`src/common/p1fs_defs.vh`:
```
`ifndef P1FS_DEFS_VH
`define P1FS_DEFS_VH
// Port geometry
`define P1FS_NUM_PINS      8
`define P1FS_NUM_LCD_PINS  5
`define P1FS_MAP_W         5
// Mapping code limits
`define P1FS_MAP_DIGITAL_MAX 5'h1E
`define P1FS_MAP_ANALOG      5'h1F
// Direction encoding
`define P1FS_DIR_IN  1'h0
`define P1FS_DIR_OUT 1'h1
// Reset values of control state
`define P1FS_RST_BYTE 8'h00
// Function codes (one-hot), per pin
`define P1FS_FN_W       5
`define P1FS_FN_GPIO    5'h01
`define P1FS_FN_MAPPED  5'h02
`define P1FS_FN_OFF     5'h04
`define P1FS_FN_LCDSEG  5'h08
`define P1FS_FN_LCDBIAS 5'h10
`endif

```
`src/p1fs_port_select.v`:
```
`timescale 1ns/1ps
`default_nettype none
`include "p1fs_defs.vh"
module p1fs_port_select #(
  parameter NUM_PINS = `P1FS_NUM_PINS,
  parameter NUM_LCD  = `P1FS_NUM_LCD_PINS
) (
  // Clock and control
  input  wire                  clk,
  input  wire                  srst,
  input  wire                  ce,
  input  wire                  lcd_ref_select,
  // Per-pin configuration
  input  wire [NUM_PINS-1:0]   pin_direction_bit,
  input  wire [NUM_PINS-1:0]   pin_function_select,
  input  wire [NUM_PINS*5-1:0] port_mapping_code,
  input  wire [NUM_LCD-1:0]    lcd_segment_enable,
  // Data from the core
  input  wire [NUM_PINS-1:0]   gpio_out,
  input  wire [NUM_PINS-1:0]   mapped_out,
  input  wire [NUM_PINS-1:0]   mapped_oe,
  // Pad side
  input  wire [NUM_PINS-1:0]   pad_in,
  output reg  [NUM_PINS-1:0]   pad_out,
  output reg  [NUM_PINS-1:0]   pad_oe,
  output reg  [NUM_PINS-1:0]   schmitt_en,
  // Digital input towards the core
  output reg  [NUM_PINS-1:0]   gpio_in,
  output reg  [NUM_PINS-1:0]   mapped_in,
  // Analog routing
  output reg  [NUM_LCD-1:0]    lcd_segment_line,
  output reg                   lcd_bias_node_high,
  output reg                   lcd_bias_node_mid,
  output reg                   lcd_bias_node_low,
  output reg                   lcd_reference_input,
  // Current function per pin, one-hot
  output reg  [NUM_PINS*5-1:0] pin_function
);
  wire [NUM_PINS*5-1:0] fn_w;
  wire [NUM_PINS-1:0]   de_w;
  wire [NUM_PINS-1:0]   dv_w;
  wire [NUM_PINS-1:0]   st_w;
  reg  [NUM_PINS-1:0]   sync1_reg;
  reg  [NUM_PINS-1:0]   sync2_reg;
  reg  [NUM_PINS-1:0]   sync3_reg;
  reg  [NUM_PINS-1:0]   in_reg;
  reg                   ref_sel_reg;
  wire [NUM_PINS-1:0]   seg_w;
  // Separate loop variables, one per process, so no variable has two drivers
  integer               k_s;
  integer               k_o;
  integer               k_l;

  // True when a pin's one-hot function equals the given code
  function fn_is;
    input [4:0] fn;
    input [4:0] code;
    begin
      fn_is = (fn == code);
    end
  endfunction

  // One independent cell per pin
  genvar i;
  generate
    for (i = 0; i < NUM_PINS; i = i + 1)
    begin : g_pin
      // Upper pins have no segment enable; tie theirs off instead of indexing past the bus
      if (i < NUM_LCD)
      begin : g_seg
        assign seg_w[i] = lcd_segment_enable[i];
      end
      else
      begin : g_noseg
        assign seg_w[i] = 1'b0;
      end

      p1fs_pin_cell #(
        .HAS_LCD_SEG ((i < NUM_LCD) ? 1 : 0)
      ) u_cell (
        .pin_direction_bit   (pin_direction_bit[i]),
        .pin_function_select (pin_function_select[i]),
        .port_mapping_code   (port_mapping_code[i*5 +: 5]),
        .lcd_segment_enable  (seg_w[i]),
        .gpio_out            (gpio_out[i]),
        .mapped_out          (mapped_out[i]),
        .mapped_oe           (mapped_oe[i]),
        .function_code       (fn_w[i*5 +: 5]),
        .drive_en            (de_w[i]),
        .drive_val           (dv_w[i]),
        .schmitt_en          (st_w[i])
      );
    end
  endgenerate

  // Pad inputs are asynchronous: three stages, change accepted when 2 and 3 agree
  // A glitch shorter than two edges never reaches the core
  always @(posedge clk)
  begin
    if (srst)
    begin
      sync1_reg <= {NUM_PINS{1'b0}};
      sync2_reg <= {NUM_PINS{1'b0}};
      sync3_reg <= {NUM_PINS{1'b0}};
      in_reg    <= {NUM_PINS{1'b0}};
    end
    else if (ce)
    begin
      sync1_reg <= pad_in;
      sync2_reg <= sync1_reg;
      sync3_reg <= sync2_reg;
      for (k_s = 0; k_s < NUM_PINS; k_s = k_s + 1)
        if (sync2_reg[k_s] == sync3_reg[k_s])
          in_reg[k_s] <= sync3_reg[k_s];
    end
  end

  // Pad drive and Schmitt enables, one edge behind the controls
  always @(posedge clk)
  begin
    if (srst)
    begin
      pad_out    <= {NUM_PINS{1'b0}};
      pad_oe     <= {NUM_PINS{1'b0}};
      schmitt_en <= {NUM_PINS{1'b0}};
    end
    else if (ce)
    begin
      pad_oe     <= de_w;
      pad_out    <= dv_w;
      schmitt_en <= st_w;
    end
  end

  // One-hot function report per pin
  always @(posedge clk)
  begin
    if (srst)
    begin
      pin_function <= {NUM_PINS{`P1FS_FN_GPIO}};
    end
    else if (ce)
    begin
      pin_function <= fn_w;
    end
  end

  // Input towards the core; a disabled Schmitt trigger reads as zero
  always @(posedge clk)
  begin
    if (srst)
    begin
      gpio_in   <= {NUM_PINS{1'b0}};
      mapped_in <= {NUM_PINS{1'b0}};
    end
    else if (ce)
    begin
      for (k_o = 0; k_o < NUM_PINS; k_o = k_o + 1)
      begin
        gpio_in[k_o]   <= st_w[k_o] & in_reg[k_o]
                          & fn_is(fn_w[k_o*5 +: 5], `P1FS_FN_GPIO);
        mapped_in[k_o] <= st_w[k_o] & in_reg[k_o]
                          & fn_is(fn_w[k_o*5 +: 5], `P1FS_FN_MAPPED);
      end
    end
  end

  // LCD routing; the reference choice is registered, so it lands two edges after lcd_ref_select
  always @(posedge clk)
  begin
    if (srst)
    begin
      lcd_segment_line    <= {NUM_LCD{1'b0}};
      lcd_bias_node_high  <= 1'b0;
      lcd_bias_node_mid   <= 1'b0;
      lcd_bias_node_low   <= 1'b0;
      lcd_reference_input <= 1'b0;
      ref_sel_reg         <= 1'b0;
    end
    else if (ce)
    begin
      for (k_l = 0; k_l < NUM_LCD; k_l = k_l + 1)
        lcd_segment_line[k_l] <= fn_is(fn_w[k_l*5 +: 5], `P1FS_FN_LCDSEG);
      // Upper pins: bias taps, middle one may double as reference input
      lcd_bias_node_high  <= fn_is(fn_w[(NUM_PINS-3)*5 +: 5], `P1FS_FN_LCDBIAS);
      lcd_bias_node_mid   <= fn_is(fn_w[(NUM_PINS-2)*5 +: 5], `P1FS_FN_LCDBIAS)
                             & ~ref_sel_reg;
      lcd_bias_node_low   <= fn_is(fn_w[(NUM_PINS-1)*5 +: 5], `P1FS_FN_LCDBIAS);
      lcd_reference_input <= fn_is(fn_w[(NUM_PINS-2)*5 +: 5], `P1FS_FN_LCDBIAS)
                             & ref_sel_reg;
      ref_sel_reg         <= lcd_ref_select;
    end
  end
endmodule
`default_nettype wire

```
`src/p1fs_pin_cell.v`:
```
`timescale 1ns/1ps
`default_nettype none
`include "p1fs_defs.vh"
// Combinational decision for a single pin; no state shared between pins
module p1fs_pin_cell #(
  parameter HAS_LCD_SEG = 1
) (
  // Pin controls
  input  wire       pin_direction_bit,
  input  wire       pin_function_select,
  input  wire [4:0] port_mapping_code,
  input  wire       lcd_segment_enable,
  // Data sources
  input  wire       gpio_out,
  input  wire       mapped_out,
  input  wire       mapped_oe,
  // Decision
  output reg  [4:0] function_code,
  output reg        drive_en,
  output reg        drive_val,
  output reg        schmitt_en
);
  wire is_analog;
  assign is_analog = (port_mapping_code == `P1FS_MAP_ANALOG);

  // Priority: LCD segment, then select, then plain I/O
  always @*
  begin
    function_code = `P1FS_FN_GPIO;
    drive_en      = 1'b0;
    drive_val     = 1'b0;
    schmitt_en    = 1'b1;
    if (HAS_LCD_SEG != 0 && lcd_segment_enable)
    begin
      function_code = `P1FS_FN_LCDSEG;
      schmitt_en    = 1'b0;
    end
    else if (pin_function_select && is_analog)
    begin
      // Analog code never loads the pad, whichever pin this is
      function_code = (HAS_LCD_SEG != 0) ? `P1FS_FN_OFF : `P1FS_FN_LCDBIAS;
      schmitt_en    = 1'b0;
    end
    else if (pin_function_select)
    begin
      function_code = `P1FS_FN_MAPPED;
      drive_en      = mapped_oe;
      drive_val     = mapped_out;
    end
    else
    begin
      drive_en  = (pin_direction_bit == `P1FS_DIR_OUT);
      drive_val = gpio_out;
    end
  end
endmodule
`default_nettype wire

```
`config.mk`:
```
export PLATFORM = sky130hd
export DESIGN_NAME = p1fs_port_select
export DESIGN_NICKNAME = d
export VERILOG_FILES = /design/src/p1fs_port_select.v /design/src/p1fs_pin_cell.v
export VERILOG_INCLUDE_DIRS = /design/src /design/src/common
export SDC_FILE = /design/constraint.sdc
export NUM_CORES = 1
export LEC_CHECK = 0
export BUFFER_PORTS_ARGS = -buffer_cell sky130_fd_sc_hd__buf_4
export CORE_UTILIZATION = 51
export DETAILED_ROUTE_END_ITERATION = 10
export MAX_ROUTING_LAYER = met4
export PLACE_DENSITY = 0.84
export SLEW_MARGIN = 20
export SYNTH_ARGS = -nofsm -noshare
export SYNTH_HDL_FRONTEND = slang
export SYNTH_HIERARCHICAL = 1
export SYNTH_SLANG_ARGS = --single-unit
```
`constraint.sdc`:
```
create_clock -name clk -period 2 [get_ports clk]
set_input_delay 0.5 -clock clk [delete_from_list [all_inputs] [get_ports clk]]
set_output_delay 0.5 -clock clk [all_outputs]
set_load 0.02 [all_outputs]
```
# Word level (Yosys, flattened, before mapping)
# Index checks and enable logic that the tools add are counted.
# classes
eq_ne,40
muxes,76
n_bitwise,27
n_reduce_logical,16
# op_table
op,count
$mux 5,13
$eq 5x5->1 const B,11
$mux 1,55
$eq 5x1->1 const B,8
$eq 5x2->1 const B,8
$and 1x1->1,26
$eq 5x4->1 const B,5
$mux 2,8
$reduce_and 2->1,8
$eq 1x1->1,8
$logic_and 1x1->1,8
$not 1->1,1
# totals
ff_bits,122
in_bits,97

# Depth between registers and ports, before layout
# depth
word_depth,6
mapped_depth,6

# By module
# The synthesis kept the hierarchy.
# modules_own_cells
module,instances,cells_each,area_per_inst_um2,seq_area_each_um2
p1fs_port_select,1,462,4694.5,2442.3
p1fs_pin_cell (g_pin[0].u_cell ...),5,13,96.3,0.0
p1fs_pin_cell (g_pin[5].u_cell ...),3,13,90.1,0.0

# Least setup slack after synthesis
# Ideal clock, no wire load.
# synth_timing
path_type,in2reg
startpoint,input port port_mapping_code[14]
endpoint,register gpio_in[2]
arrival_time_ns,1.558
required_ns,1.929
path_slack_ns,0.371
stages,6
cell_sequence,and3_4 > and3_1 > and2_1 > nor4bb_1 > nand4_1 > a21oi_1
# synth_between
elab_chain_cells,6
# synth_rtl
element,line,text
start: declaration,p1fs_port_select.v:16,"input wire [NUM_PINS*5-1:0] port_mapping_code,"
$eq 5x5->1 (no source line),-,
$logic_and 1x1->1,p1fs_pin_cell.v:38,else if (pin_function_select && is_analog)
$mux 5,p1fs_pin_cell.v:38,
$mux 5,p1fs_pin_cell.v:33,if (HAS_LCD_SEG != 0 && lcd_segment_enable)
named net fn_w[12],p1fs_port_select.v:39,wire [NUM_PINS*5-1:0] fn_w;
$eq 5x1->1,p1fs_port_select.v:59,fn_is = (fn == code);
$and 1x1->1,p1fs_port_select.v:160,gpio_in[k_o] <= st_w[k_o] & in_reg[k_o]
end signal: assignment,p1fs_port_select.v:153,gpio_in <= {NUM_PINS{1'b0}};
end signal: indexed assignment,p1fs_port_select.v:160,
end: declaration,p1fs_port_select.v:28,"output reg [NUM_PINS-1:0] gpio_in,"
# The timed path passes the listed nets, and every way through them passes these cells.
# A chain may end at the register's enable or synchronous reset.

# Worst setup path in the final report
# layout_timing
startpoint,register gpio_in[2]
endpoint,output port gpio_in[2]
# No word-level cell between the ends.

==> flow_summary.json <==
{
  "p_leak_nw": 3.51,
  "outcome": "complete, no violations",
  "wire_length_of_the_first_global_routing_pass_um": 21200,
  "pin_count_of_the_biggest_net_entering_global_routing": 63,
  "p_int_w": 0.00505,
  "drt_pass1_iterations": 5,
  "seq_power_share_pct": 39.6,
  "worst_setup_hold_path_clk_slew_ps": 60,
  "clock_path_buffers": 2,
  "switching_share_pct": 22.4,
  "switchingPower_w": 0.00145,
  "crit_path_kind": "flip-flop to primary output",
  "comb_power_share_pct": 11.8,
  "finalCriticalPeriod_ps": 1540,
  "post-cts-setup-buffer-count": 0,
  "cp.buffers_inverters": 1,
  "top_level_ports": 186,
  "synth.cell_area_um2": 5440,
  "cts_buffers": 17,
  "n_fill_cell": 722,
  "clock_sinks": 122,
  "dpl_cell_area_um2": 6770,
  "routedWlPerCell_um": 15.0,
  "placeableCoreArea_um2": 10300,
  "reg2reg_slack_ps": 830,
  "timing.critical_path.slowest_cell_delay_ps": 380,
  "drcViolationCount": 0,
  "critical-path-slowest-cell": "dfxtp_1",
  "vdd_ir_drop_max_mv": 0.521,
  "antenna_found_initial": 0,
  "critPathCaptureType": "primary output",
  "detail_route.wirelength_um": 13300,
  "critical_path.cell_chain": "buf_4",
  "timing.critical_path.max_delay_family": "flip-flops",
  "first_global_vias": 4572,
  "synthCells": 565,
  "worstPathMaxFanout": 2,
  "ys_warn_count": 6,
  "max_cap_viol_count": 0,
  "gr-usage-all-layers_pct": 24.6,
  "launching_element_type_of_the_critical_path": "flip-flop",
  "grt.overflow.total": 0,
  "cts_htree_levels": 4,
  "drive_gt1_share_pct": 32.9,
  "finished_cell_area_um2": 7390,
  "layout-area-overhead-vs-synth_pct": 35.7,
  "power_density_nw_per_um2": 880,
  "timing.fmax_mhz": 651,
  "worst_skew_pair.late_latency_ps": 500,
  "first_iter_violations": 213,
  "hold_path.class": "input port to flip-flop",
  "num_rows": 37,
  "slew_violations": 0,
  "cts_hold_buffers": 0,
  "antenna_cells": 0,
  "viasPerCell": 5.32,
  "post-layout-total-power_w": 0.00650,
  "place.port_buffers": 185,
  "cts-root-buf": "clkbuf_8",
  "die_h_um": 105,
  "regMostFlops": "pin_function",
  "design.final.nets": 835,
  "required_ps": 1500,
  "gp_congestion": 0.835,
  "power_frac_clock_pct": 48.5,
  "tns_ps": 0,
  "detail-route-antenna-nets": 0,
  "routed-via-count": 4710,
  "syn_avg_cell_area_um2": 9.63,
  "setup_viol": 0,
  "largest_reg_flops": 40,
  "post-dp-hpwl_um": 9510,
  "worstPathArrival_ps": 1040,
  "tritoncts": "yes",
  "die_width_um": 105,
  "dieArea_um2": 11100,
  "hold_viol_final": 0,
  "finClkSkew_ps": 6.81,
  "ctsResizeCount": 0,
  "start_util_pct": 52.7,
  "finalCritPeriodShare_pct": 76.8,
  "rsz0062_at_grt": "no"
}
[worst min-delay path, stage by stage]
cell and delay [ps]:
buf_4 80, mux2i_1 50, nor2_1 70
[metrics by stage]
| step | utilization, % | hold slack [ps] | instances | setup WS (ps) |
|---|---|---|---|---|
| 6_report | 71.5 | 234 | 886 | 464 |
| 5_1_grt | 71.5 | 217 | 886 | 418 |
| 3_3_place_gp | 65.6 | 439 | 855 | 170 |
| 2_1_floorplan | - | 436 | 568 | 371 |
| 3_5_place_dp | 65.6 | 453 | 855 | 86.6 |
| 4_1_cts | 71.5 | 218 | 886 | 436 |
[cell type report]
class / instances / area (um^2) / share of cell area (%)
inverters: 8 / 30.0 / 0.407
repair buffers: 196 / 1530 / 20.7
clock buffers: 24 / 480 / 6.51
well taps: 136 / 170 / 2.30
clock inverters: 7 / 138 / 1.86
multi-input cells: 393 / 2600 / 35.2
flip-flops and latches: 122 / 2440 / 33.1
[path summary, 6_finish.rpt]
| path | from | endpoint | cells past startpoint |
|---|---|---|---|
| worst max register to register | in_reg[2] | gpio_in[2] | 3 |
| worst max-delay path | gpio_in[2] | gpio_in[2] | 1 |
| worst min register to register | sync3_reg[6] | in_reg[6] | 2 |
| worst min-delay path | lcd_ref_select | ref_sel_reg | 3 |
[power groups by stage]
stage / Combinational, W / Clock, W / Sequential (W)
after CTS: 0.000769 / 0.00319 / 0.00258
after global placement: 0.000746 / 0 / 0.00262
after detailed placement: 0.000763 / 0 / 0.00263
after floorplan: 0.000382 / 0 / 0.00270
final: 0.000769 / 0.00315 / 0.00258
after global routing: 0.000827 / 0.00332 / 0.00258
[metal layers]
layer | GRT usage, % | share of wire, % | vias to the layer above
li1 | - | - | 2305
met1 | 27.4 | 41 | 2193
met2 | 43.1 | 51 | 194
met3 | 5.07 | 6.2 | 18
met4 | 9.26 | 1.8 | 0
met5 | - | 0 | -
[cells in the final DEF, fill, tap and decap left out, drive strengths merged, types with 3 or more instances in the layout]
| cell type | count |
|---|---|
| a22oi | 3 |
| nor3b | 7 |
| a21oi | 28 |
| o21ai | 8 |
| dfxtp | 122 |
| and3 | 16 |
| and2b | 5 |
| nand4 | 7 |
| nor2 | 102 |
| nand2 | 30 |
| a32o | 10 |
| mux2i | 93 |
| bufinv | 4 |
| a21o | 8 |
| a32oi | 3 |
| clkbuf | 24 |
| nand3 | 16 |
| inv | 7 |
| nand4b | 3 |
| a31oi | 9 |
| conb | 11 |
| and4bb | 3 |
| buf | 196 |
| o32ai | 3 |
| and2 | 12 |
| clkinv | 3 |
| and4 | 3 |
(Power assumes the default switching activity.)
